--- config.mk ---
export PLATFORM = sky130hd
export DESIGN_NAME = pshwc_device_flat
export DESIGN_NICKNAME = d
export VERILOG_FILES = /design/src/rtl/pshwc_pkg.sv /design/src/rtl/pshwc_spi_if.sv /design/src/rtl/pshwc_device.sv /design/src/flat_wrapper.sv
export SDC_FILE = /design/constraint.sdc
export NUM_CORES = 1
export LEC_CHECK = 0
export ABC_AREA = 1
export BUFFER_PORTS_ARGS = -buffer_cell sky130_fd_sc_hd__buf_2
export CORE_MARGIN = 4
export CORE_UTILIZATION = 55
export DETAILED_ROUTE_END_ITERATION = 12
export GPL_TIMING_DRIVEN = 0
export PLACE_DENSITY = 0.72
export SYNTH_ARGS = -nofsm -noshare
export SYNTH_HDL_FRONTEND = slang
export SYNTH_SLANG_ARGS = --single-unit
--- constraint.sdc ---
create_clock -name i_sys_clk -period 2.91 [get_ports i_sys_clk]
set_input_delay 0.1455 -clock i_sys_clk [delete_from_list [all_inputs] [get_ports i_sys_clk]]
set_output_delay 0.1455 -clock i_sys_clk [all_outputs]
set_load 0.05 [all_outputs]
--- src/rtl/pshwc_pkg.sv ---
// Purpose: Shared constants for the power-state control link
// Assumes: 50 MHz system clock on both ends
// Notes: Register maps are the device's map as seen over the serial link and the host's APB map
package pshwc_pkg;
   // ----------------------------------------------------------------
   // Timing
   // ----------------------------------------------------------------
   localparam int CLK_MHZ = 50;
   localparam int CS_HIGH_NS = 100;
   localparam int CS_HIGH_CYC = (CS_HIGH_NS * CLK_MHZ + 999) / 1000;
   localparam int SPI_PD_PERIOD_NS = 100;
   localparam int SPI_PD_PERIOD_CYC =
      (SPI_PD_PERIOD_NS * CLK_MHZ + 999) / 1000;
   localparam int RAMP_US = 500;
   localparam int RAMP_CYC = RAMP_US * CLK_MHZ;
   localparam int INIT_US = 10;
   localparam int INIT_CYC = INIT_US * CLK_MHZ;
   localparam int BROWNOUT_MV = 1300;
   localparam int FRAME_BITS = 16;
   // ----------------------------------------------------------------
   // Device register map
   // ----------------------------------------------------------------
   localparam logic [6:0] ADDR_STATUS = 7'h00;
   localparam logic [6:0] ADDR_MODE = 7'h01;
   localparam logic [6:0] ADDR_FIFO = 7'h02;
   localparam logic [6:0] ADDR_FIFO_CNT = 7'h03;
   localparam logic [6:0] ADDR_SCRATCH = 7'h04;
   localparam int STAT_READY_BIT = 0;
   localparam int STAT_BROWN_BIT = 1;
   localparam int STAT_CORE_BIT = 2;
   localparam int MODE_RST_BIT = 7;
   localparam logic [3:0] MODE_PD = 4'h0;
   localparam logic [3:0] MODE_DEEP = 4'h1;
   localparam logic [3:0] MODE_STBY = 4'h5;
   localparam logic [3:0] MODE_RX = 4'h9;
   localparam logic [3:0] MODE_TX = 4'hD;
   localparam logic [7:0] SCRATCH_RESET = 8'h00;
   // ----------------------------------------------------------------
   // Host APB register map
   // ----------------------------------------------------------------
   localparam logic [7:0] HADDR_CTRL = 8'h00;
   localparam logic [7:0] HADDR_CMD = 8'h04;
   localparam logic [7:0] HADDR_STAT = 8'h08;
   localparam int CTRL_START_BIT = 0;
   localparam int CTRL_WE_BIT = 1;
   localparam int CTRL_SLOW_BIT = 2;
   localparam int CTRL_WAKE_BIT = 3;
   localparam int CTRL_SRST_BIT = 4;
   localparam int HSTAT_BUSY_BIT = 0;
   localparam int HSTAT_DONE_BIT = 1;
   localparam int HSTAT_MISO_BIT = 2;
endpackage

--- src/rtl/pshwc_spi_if.sv ---
// Purpose: Serial link between host and power-state device
// Assumes: Slave output is pulled low when not driven
// Notes: Joins both ends; no clocking block
`timescale 1ns/1ns
interface pshwc_spi_if;
   logic sclk;
   logic cs_n;
   logic mosi;
   logic miso_out;
   logic miso_oe;
   logic miso;
   assign miso = miso_oe ? miso_out : 1'b0;
   modport dev (input sclk, input cs_n, input mosi, output miso_out,
      output miso_oe);
   modport host (output sclk, output cs_n, output mosi, input miso);
endinterface

--- src/rtl/pshwc_device.sv ---
// Purpose: Power-state sequencer of the transceiver, serial slave side
// Assumes: Link pins oversampled; sclk half period of 8+ system clocks
// Notes: Frame is 16 bits: write flag, 7-bit address, 8-bit data
//
// Functional notes
// Mode write sequences regulators before radio use
// Status register reports regulator ready flag
// Brown-out flag set when supply below 1.3 V
// Power-down turns core off, keeps registers
// Power-down blocks FIFO and loses its contents
// Registers stay reachable in power-down, slower clock
// Host uses 100 ns clock in power-down
// Deep sleep: everything off, registers lost
// Select low wakes deep sleep, full reset
// Slave output low during init, then high
// Oscillator off after power-up until mode asks
// Device is serial slave; configured only there
// Host: select high 100 ns, set/clear reset
// Power-on or soft reset restores all defaults
// Blocked FIFO ignores writes, reads return zero
//
// The address map and register access over APB were decided locally.
`timescale 1ns/1ns
module pshwc_device import pshwc_pkg::*; #(
   parameter int RAMP_CYCLES = RAMP_CYC,
   parameter int INIT_CYCLES = INIT_CYC,
   parameter int FIFO_DEPTH = 4
) (
   input wire logic i_sys_clk, // System clock
   input wire logic i_resetn, // Async reset, active low
   pshwc_spi_if.dev spi, // Serial link to host
   input wire logic i_vio_low, // Supply below brown-out level
   output logic o_core_on, // Core supplies enabled
   output logic o_osc_en, // Reference oscillator enabled
   output logic o_reg_ready, // Regulated supplies ready
   output logic o_rf_en, // Radio activity permitted
   output logic [3:0] o_mode // Current power mode
);
   // ----------------------------------------------------------------
   // Types and state
   // ----------------------------------------------------------------
   typedef enum logic [2:0] {
      DS_INIT, DS_DEEP, DS_PD, DS_RAMP, DS_ON
   } pshwc_dstate_e;
   localparam int TW = $clog2(RAMP_CYCLES + INIT_CYCLES + 1);
   localparam int AW = $clog2(FIFO_DEPTH);

   pshwc_dstate_e state, next_state;
   logic [TW-1:0] timer, next_timer;
   logic [4:0] bitcnt, next_bitcnt;
   logic [14:0] rxsh, next_rxsh;
   logic [7:0] txsh, next_txsh;
   logic miso_q, next_miso_q;
   logic [3:0] mode_q, next_mode_q;
   logic rst_q, next_rst_q;
   logic [7:0] scratch, next_scratch;
   logic brown_q, next_brown_q;
   logic [7:0] mem [FIFO_DEPTH];
   logic [7:0] next_mem [FIFO_DEPTH];
   logic [AW-1:0] wptr, next_wptr, rptr, next_rptr;
   logic [AW:0] fcnt, next_fcnt;
   logic sclk_m, sclk_s, sclk_p, cs_m, cs_s, mosi_m, mosi_s;
   logic vlow_m, vlow_s;
   logic rise, fall, live, fifo_ok, clr;
   logic [7:0] cmd, rd_val;
   logic [15:0] word;

   // ----------------------------------------------------------------
   // Pin synchronisers
   // ----------------------------------------------------------------
   always_ff @(posedge i_sys_clk or negedge i_resetn) begin
      if (!i_resetn) begin
         sclk_m <= 1'b0;
         sclk_s <= 1'b0;
         sclk_p <= 1'b0;
         cs_m <= 1'b1;
         cs_s <= 1'b1;
         mosi_m <= 1'b0;
         mosi_s <= 1'b0;
         vlow_m <= 1'b0;
         vlow_s <= 1'b0;
      end else begin
         sclk_m <= spi.sclk;
         sclk_s <= sclk_m;
         sclk_p <= sclk_s;
         cs_m <= spi.cs_n;
         cs_s <= cs_m;
         mosi_m <= spi.mosi;
         mosi_s <= mosi_m;
         vlow_m <= i_vio_low;
         vlow_s <= vlow_m;
      end
   end

   // No access while asleep or initialising
   assign live = (state != DS_DEEP) && (state != DS_INIT);
   assign rise = live && !cs_s && sclk_s && !sclk_p && (bitcnt != 5'h10);
   assign fall = live && !cs_s && !sclk_s && sclk_p && bitcnt[3];
   assign fifo_ok = (state == DS_ON);
   assign cmd = {rxsh[6:0], mosi_s};
   assign word = {rxsh, mosi_s};

   // ----------------------------------------------------------------
   // Read mux
   // ----------------------------------------------------------------
   always_comb begin
      rd_val = 8'h00;
      case (cmd[6:0])
         ADDR_STATUS: begin
            rd_val[STAT_READY_BIT] = (state == DS_ON);
            rd_val[STAT_BROWN_BIT] = brown_q;
            rd_val[STAT_CORE_BIT] = o_core_on;
         end
         ADDR_MODE: rd_val = {rst_q, 3'b000, mode_q};
         ADDR_FIFO: begin
            rd_val = (fifo_ok && fcnt != '0) ? mem[rptr] : 8'h00;
         end
         ADDR_FIFO_CNT: rd_val = 8'(fcnt);
         ADDR_SCRATCH: rd_val = scratch;
         default: rd_val = 8'h00;
      endcase
   end

   // ----------------------------------------------------------------
   // Sequencer, slave and registers
   // ----------------------------------------------------------------
   always_comb begin
      next_state = state;
      next_timer = timer;
      next_bitcnt = bitcnt;
      next_rxsh = rxsh;
      next_txsh = txsh;
      next_miso_q = miso_q;
      next_mode_q = mode_q;
      next_rst_q = rst_q;
      next_scratch = scratch;
      next_brown_q = brown_q;
      next_mem = mem;
      next_wptr = wptr;
      next_rptr = rptr;
      next_fcnt = fcnt;
      clr = 1'b0;
      case (state)
         DS_INIT: begin
            if (timer >= TW'(INIT_CYCLES - 1)) begin
               next_state = DS_PD;
               next_timer = '0;
            end else begin
               next_timer = timer + 1'b1;
            end
         end
         DS_DEEP: begin
            // Contents wiped on wake; mode stays visible while asleep
            if (!cs_s) begin
               clr = 1'b1;
               next_state = DS_INIT;
               next_timer = '0;
            end
         end
         DS_PD: begin
            if (mode_q == MODE_DEEP && cs_s) begin
               next_state = DS_DEEP;
            end else if (mode_q != MODE_PD && mode_q != MODE_DEEP) begin
               next_state = DS_RAMP;
               next_timer = '0;
            end
         end
         DS_RAMP: begin
            if (mode_q == MODE_PD || mode_q == MODE_DEEP) begin
               next_state = DS_PD;
            end else if (timer >= TW'(RAMP_CYCLES - 1)) begin
               next_state = DS_ON;
            end else begin
               next_timer = timer + 1'b1;
            end
         end
         DS_ON: begin
            if (mode_q == MODE_PD || mode_q == MODE_DEEP) begin
               next_state = DS_PD;
            end
         end
         default: next_state = DS_INIT;
      endcase

      // Serial slave, mode 0
      if (cs_s || !live) begin
         next_bitcnt = '0;
         next_miso_q = 1'b1;
      end else if (rise) begin
         next_rxsh = word[14:0];
         next_bitcnt = bitcnt + 1'b1;
         if (bitcnt == 5'h07 && !cmd[7]) begin
            next_txsh = rd_val;
            if (cmd[6:0] == ADDR_FIFO && fifo_ok && fcnt != '0) begin
               next_rptr = rptr + 1'b1;
               next_fcnt = fcnt - 1'b1;
            end
            if (cmd[6:0] == ADDR_STATUS) begin
               next_brown_q = 1'b0;
            end
         end
         if (bitcnt == 5'h0F && word[15]) begin
            if (word[14:8] == ADDR_MODE) begin
               if (word[MODE_RST_BIT]) begin
                  clr = 1'b1;
               end else if (rst_q) begin
                  next_rst_q = 1'b0;
               end else begin
                  next_mode_q = word[3:0];
               end
            end else if (!rst_q && word[14:8] == ADDR_SCRATCH) begin
               next_scratch = word[7:0];
            end else if (!rst_q && word[14:8] == ADDR_FIFO && fifo_ok &&
                  fcnt != (AW+1)'(FIFO_DEPTH)) begin
               next_mem[wptr] = word[7:0];
               next_wptr = wptr + 1'b1;
               next_fcnt = fcnt + 1'b1;
            end
         end
      end else if (fall) begin
         next_miso_q = txsh[7];
         next_txsh = {txsh[6:0], 1'b0};
      end

      // FIFO contents lost whenever core is not fully up
      if (!fifo_ok) begin
         next_wptr = '0;
         next_rptr = '0;
         next_fcnt = '0;
      end
      if (clr) begin
         next_mode_q = MODE_PD;
         next_scratch = SCRATCH_RESET;
         next_brown_q = 1'b0;
         next_rst_q = 1'b0;
         next_wptr = '0;
         next_rptr = '0;
         next_fcnt = '0;
      end
      if (rise && bitcnt == 5'h0F && word[15] && word[14:8] == ADDR_MODE &&
            word[MODE_RST_BIT]) begin
         next_rst_q = 1'b1;
      end
      // Supply event wins over clear-on-read
      if (vlow_s) begin
         next_brown_q = 1'b1;
      end
   end

   always_ff @(posedge i_sys_clk or negedge i_resetn) begin
      if (!i_resetn) begin
         state <= DS_INIT;
         timer <= '0;
         bitcnt <= '0;
         rxsh <= '0;
         txsh <= '0;
         miso_q <= 1'b1;
         mode_q <= MODE_PD;
         rst_q <= 1'b0;
         scratch <= SCRATCH_RESET;
         brown_q <= 1'b0;
         wptr <= '0;
         rptr <= '0;
         fcnt <= '0;
      end else begin
         state <= next_state;
         timer <= next_timer;
         bitcnt <= next_bitcnt;
         rxsh <= next_rxsh;
         txsh <= next_txsh;
         miso_q <= next_miso_q;
         mode_q <= next_mode_q;
         rst_q <= next_rst_q;
         scratch <= next_scratch;
         brown_q <= next_brown_q;
         wptr <= next_wptr;
         rptr <= next_rptr;
         fcnt <= next_fcnt;
      end
   end

   // FIFO storage has no reset
   always_ff @(posedge i_sys_clk) begin
      mem <= next_mem;
   end

   // ----------------------------------------------------------------
   // Outputs
   // ----------------------------------------------------------------
   assign o_core_on = (state == DS_INIT) || (state == DS_RAMP) ||
      (state == DS_ON);
   assign o_osc_en = (state == DS_RAMP) || (state == DS_ON);
   assign o_reg_ready = (state == DS_ON);
   assign o_rf_en = (state == DS_ON) && (mode_q == MODE_RX ||
      mode_q == MODE_TX);
   assign o_mode = mode_q;
   assign spi.miso_out = (state == DS_INIT) ? 1'b0 : miso_q;
   assign spi.miso_oe = !cs_s && (state != DS_DEEP);
endmodule

--- src/flat_wrapper.sv ---
// flat-port wrapper written by rule: the top's interface ports become plain ports
module pshwc_device_flat import pshwc_pkg::*;
#(
   parameter int RAMP_CYCLES = RAMP_CYC,
   parameter int INIT_CYCLES = INIT_CYC,
   parameter int FIFO_DEPTH = 4
)
  (i_sys_clk, i_resetn, i_vio_low, o_core_on, o_osc_en, o_reg_ready, o_rf_en, o_mode, spi_sclk, spi_cs_n, spi_mosi, spi_miso_out, spi_miso_oe);
  pshwc_spi_if spi_i ();
  input wire logic i_sys_clk;
  input wire logic i_resetn;
  input wire logic i_vio_low;
  output logic o_core_on;
  output logic o_osc_en;
  output logic o_reg_ready;
  output logic o_rf_en;
  output logic [3:0] o_mode;
  input wire logic [$bits(spi_i.sclk)-1:0] spi_sclk;
  input wire logic [$bits(spi_i.cs_n)-1:0] spi_cs_n;
  input wire logic [$bits(spi_i.mosi)-1:0] spi_mosi;
  output wire logic [$bits(spi_i.miso_out)-1:0] spi_miso_out;
  output wire logic [$bits(spi_i.miso_oe)-1:0] spi_miso_oe;
  assign spi_i.sclk = spi_sclk;
  assign spi_i.cs_n = spi_cs_n;
  assign spi_i.mosi = spi_mosi;
  assign spi_miso_out = spi_i.miso_out;
  assign spi_miso_oe = spi_i.miso_oe;
  pshwc_device #(.RAMP_CYCLES(RAMP_CYCLES), .INIT_CYCLES(INIT_CYCLES), .FIFO_DEPTH(FIFO_DEPTH)) u_core (.i_sys_clk(i_sys_clk), .i_resetn(i_resetn), .spi(spi_i), .i_vio_low(i_vio_low), .o_core_on(o_core_on), .o_osc_en(o_osc_en), .o_reg_ready(o_reg_ready), .o_rf_en(o_rf_en), .o_mode(o_mode));
endmodule
==> summary.md <==
| Metric | Value |
|---|---|
| Run status | `finished, final reports clean` |
| Most common cell after layout, fill and taps aside | `nand2_1` |
| DRT Pass-1 Iters | `8` |
| TritonCTS clock tree | `yes` |
| Clk root buf | `clkbuf_8` |
| Tot Pwr | `2.54 mW` |
| Simple-gate share of the synthesized area | `0.270` |
| Largest family of logic cells by synthesized area | `simple AND/OR/NAND/NOR gates` |
| Die area | `12100 sq um` |
| Crit-path max FO | `9` |
| CP bufs+invs | `1` |
| Clock tree sinks | `109` |
| R2R Setup Slk | `0.39 ns` |
| Average vias per placed instance | `5.54` |
| Port bufs | `15` |
| Slew margin rel. | `0.420` |
| Routed Antenna Nets | `0` |
| Synth Area in Compound Gates | `0.113` |
| CTS resizes | `0` |
| GRT Residual Overflow | `0` |
| Worst VDD drop | `0.387 mV` |
| Startpoint class of the critical path | `register` |
| Cell Area, Synth | `5700 sq um` |
| H-tree depth | `3` |
| Ys Warns | `0` |
| Post-Synth Adder-Cell Area | `0.0241` |
| Crit Reg-Reg Endpoint | `u_core.mem[5]` |
| Number of buffers created by CTS | `9` |
| Crit share post-route | `0.865` |
| Share of layout cells above drive strength 1 | `0.108` |
| Reg2reg start | `u_core.bitcnt[1]` |
| Post-Route Setup TNS | `0 ns` |
| Core ar. | `9950 sq um` |
| Critical Path RT | `2.92 ns` |
| Global placer's final weighted congestion | `0.921` |
| Slew @ Worst Pin | `0.866 ns` |
| Largest net degree at the start of global routing | `49` |
| CP Capture Type | `register` |
| Crit-path slowest cell | `nor2_1` |
| CP arrival | `2.53 ns` |
| Avg Cell Area, Syn | `8.32 sq um` |
| Clock skew | `0.00987 ns` |
| N_diodes | `0` |
| CP peak stage delay | `0.68 ns` |
| I/O pin total | `16` |
| Worst Setup SP | `u_core.bitcnt[1]` |
| DP Wirelength | `9540 um` |
| Finish-stage setup viols | `0` |
| Initial antenna violation count | `0` |
| Fmax | `397 MHz` |
| Drt wl/cell | `15.3 um` |
| Sequential area share after synthesis | `0.507` |
| Lkg Pwr | `2.76 nW` |
| First-pass GRT wire length | `22200 um` |
| GRT Total Usage | `0.242` |
| Power per cell area | `409 nW/um^2` |
| Util after Layout | `0.624` |
| Fin nets | `734` |
| Maximum buffer depth of the clock tree | `2` |
| FF+latch count, synth | `109` |
| R2R depth | `10` |
| Row cnt | `36` |
| Final min period | `2.52 ns` |
| CP Class | `reg -> reg` |
| Die Wd | `110 um` |
| Final hold vios | `0` |
| Chip Height | `110 um` |
| DR DRC count | `0` |
| Crit-path cells | `ha_1, nand2_1, nor2_1, ha_1, nand2_1, inv_1, o21ai_0, nor2_2, nand2_2, nor2_1` |
| Maxcap violations | `0` |
| Hold WC Path Type | `in -> async` |
| Starting Density | `0.573` |
| Post-Syn Nets | `702` |
| Post-CTS Setup Repair Bufs | `0` |
| DR iter-0 viols | `483` |
| Vias in the first global route | `4532` |
| Worst path top cell family by delay | `simple AND/OR/NAND/NOR gates` |
| Stages on worst setup path | `10` |
| Critical Path End | `u_core.mem[5]` |
| Commonest non-fill, non-tap cells in the layout | `162 x nand2_1, 84 x nor2_1, 74 x dfrtp_1` |
| Via count of the routed design | `4738` |
| XOR/XNOR Fraction of Synth Area | `0.0154` |
| Skew-Pair Late Insertion Delay | `0.38 ns` |
| DRT Wirelength | `13100 um` |
| Netlist cell types | `47` |
| Multiplexer share of the synthesized area | `0` |
| Clk slew on worst S/H paths | `0.09 ns` |
| Max-slew violations | `0` |
| RSZ-0062 raised after global routing | `no` |
| Area Growth Syn to Fin | `9.02%` |
| Cells after Synth | `685` |
## area by class of cell
type                            instances  area, sq um
Multi-Input combinational cell        479         2410
Timing Repair Buffer                   21          155
Tap cell                              133          166
Clock buffer                           12          145
Fill cell                             843         3740
Buffer                                 18          101
Clock inverter                          4         47.5
Inverter                               79          299
Sequential cell                       109         2890
## timing repair
item / in CTS / in global routing
endpoints found under the setup margin: 0 / 0
hold buffers: 5 / 0
hold endpoints to repair: 33 / 0
## worst min-delay path by stage
stage | cells past startpoint | to | start
2_1_floorplan | 0 | u_core.bitcnt[0] | i_resetn
3_3_place_gp | 1 | u_core.cs_m | spi_cs_n
3_5_place_dp | 1 | u_core.txsh[5] | i_resetn
4_1_cts | 2 | u_core.rxsh[5] | i_resetn
5_1_grt | 2 | u_core.rxsh[5] | i_resetn
6_report | 2 | u_core.txsh[5] | i_resetn
## per-stage QoR
| step | hold WS, ns | std cells | cell area, sq um | setup WS (ns) |
|---|---|---|---|---|
| 6_report | 0.237 | 855 | 6220 | 0.394 |
| 5_1_grt | 0.249 | 855 | 6220 | 0.166 |
| 4_1_cts | 0.236 | 855 | 6220 | 0.404 |
| 3_5_place_dp | 0.112 | 834 | 5970 | 0.384 |
| 3_3_place_gp | 0.250 | 833 | 5940 | 0.459 |
| 2_1_floorplan | -0.150 | 685 | 5700 | 0.908 |
## registers in the layout, summed over array words and instances, names as in the netlist, 2 cells and up
signal and flops:
u_core.bitcnt 5, u_core.fcnt 3, u_core.mem 32, u_core.o_mode 4, u_core.rptr 2, u_core.rxsh 15, u_core.scratch 8, u_core.state 3
u_core.timer 15, u_core.txsh 8, u_core.wptr 2
## Yosys cell counts (all sizes together)
master    n  area share
inv      78       0.052
o22ai     3      0.0033
or2       4      0.0044
clkinv    1     0.00066
xnor2     1      0.0015
xor2      9       0.014
edfxtp   32        0.17
nand2   168        0.11
o21ai    64       0.059
a211oi    2      0.0035
o21bai    2      0.0026
a21o      1      0.0013
nand3    57       0.053
buf      12       0.014
nand3b    5      0.0088
a21oi    22       0.021
ha       11       0.024
o211ai    3      0.0039
dfstp     3       0.014
o31ai     9       0.012
clkbuf    6      0.0042
and3      1      0.0011
nand4    16       0.018
nor3b     1      0.0013
o22a      4      0.0061
dfrtp    74        0.32
nor3      4      0.0044
nor2     92       0.065
## cells by family (layout without fill, tap and decap cells)
logic type | Yosys count | after routing
compound gates | 110 | 110
fa+ha+maj | 11 | 11
buf+inv | 97 | 134
flops | 109 | 109
xor+xnor | 10 | 10
simple gates | 348 | 348
## layer usage
metal	part of all wire	wire length, um	up-vias	global-route usage
met4	0.013	167	0	0.0534
met5	0	0	-	0
met2	0.48	6230	155	0.396
met3	0.058	764	18	0.0558
li1	-	-	2323	-
met1	0.45	5950	2242	0.330
## report_power, final
group          total [mW]  switching [mW]  leakage, nW  internal [mW]
clock               0.912           0.493       0.0964          0.420
sequential           1.58         0.00556         1.26           1.58
combinational      0.0460          0.0321         1.41         0.0139
total                2.54           0.531         2.76           2.01
No activity file was read; power rests on OpenSTA's default activity.
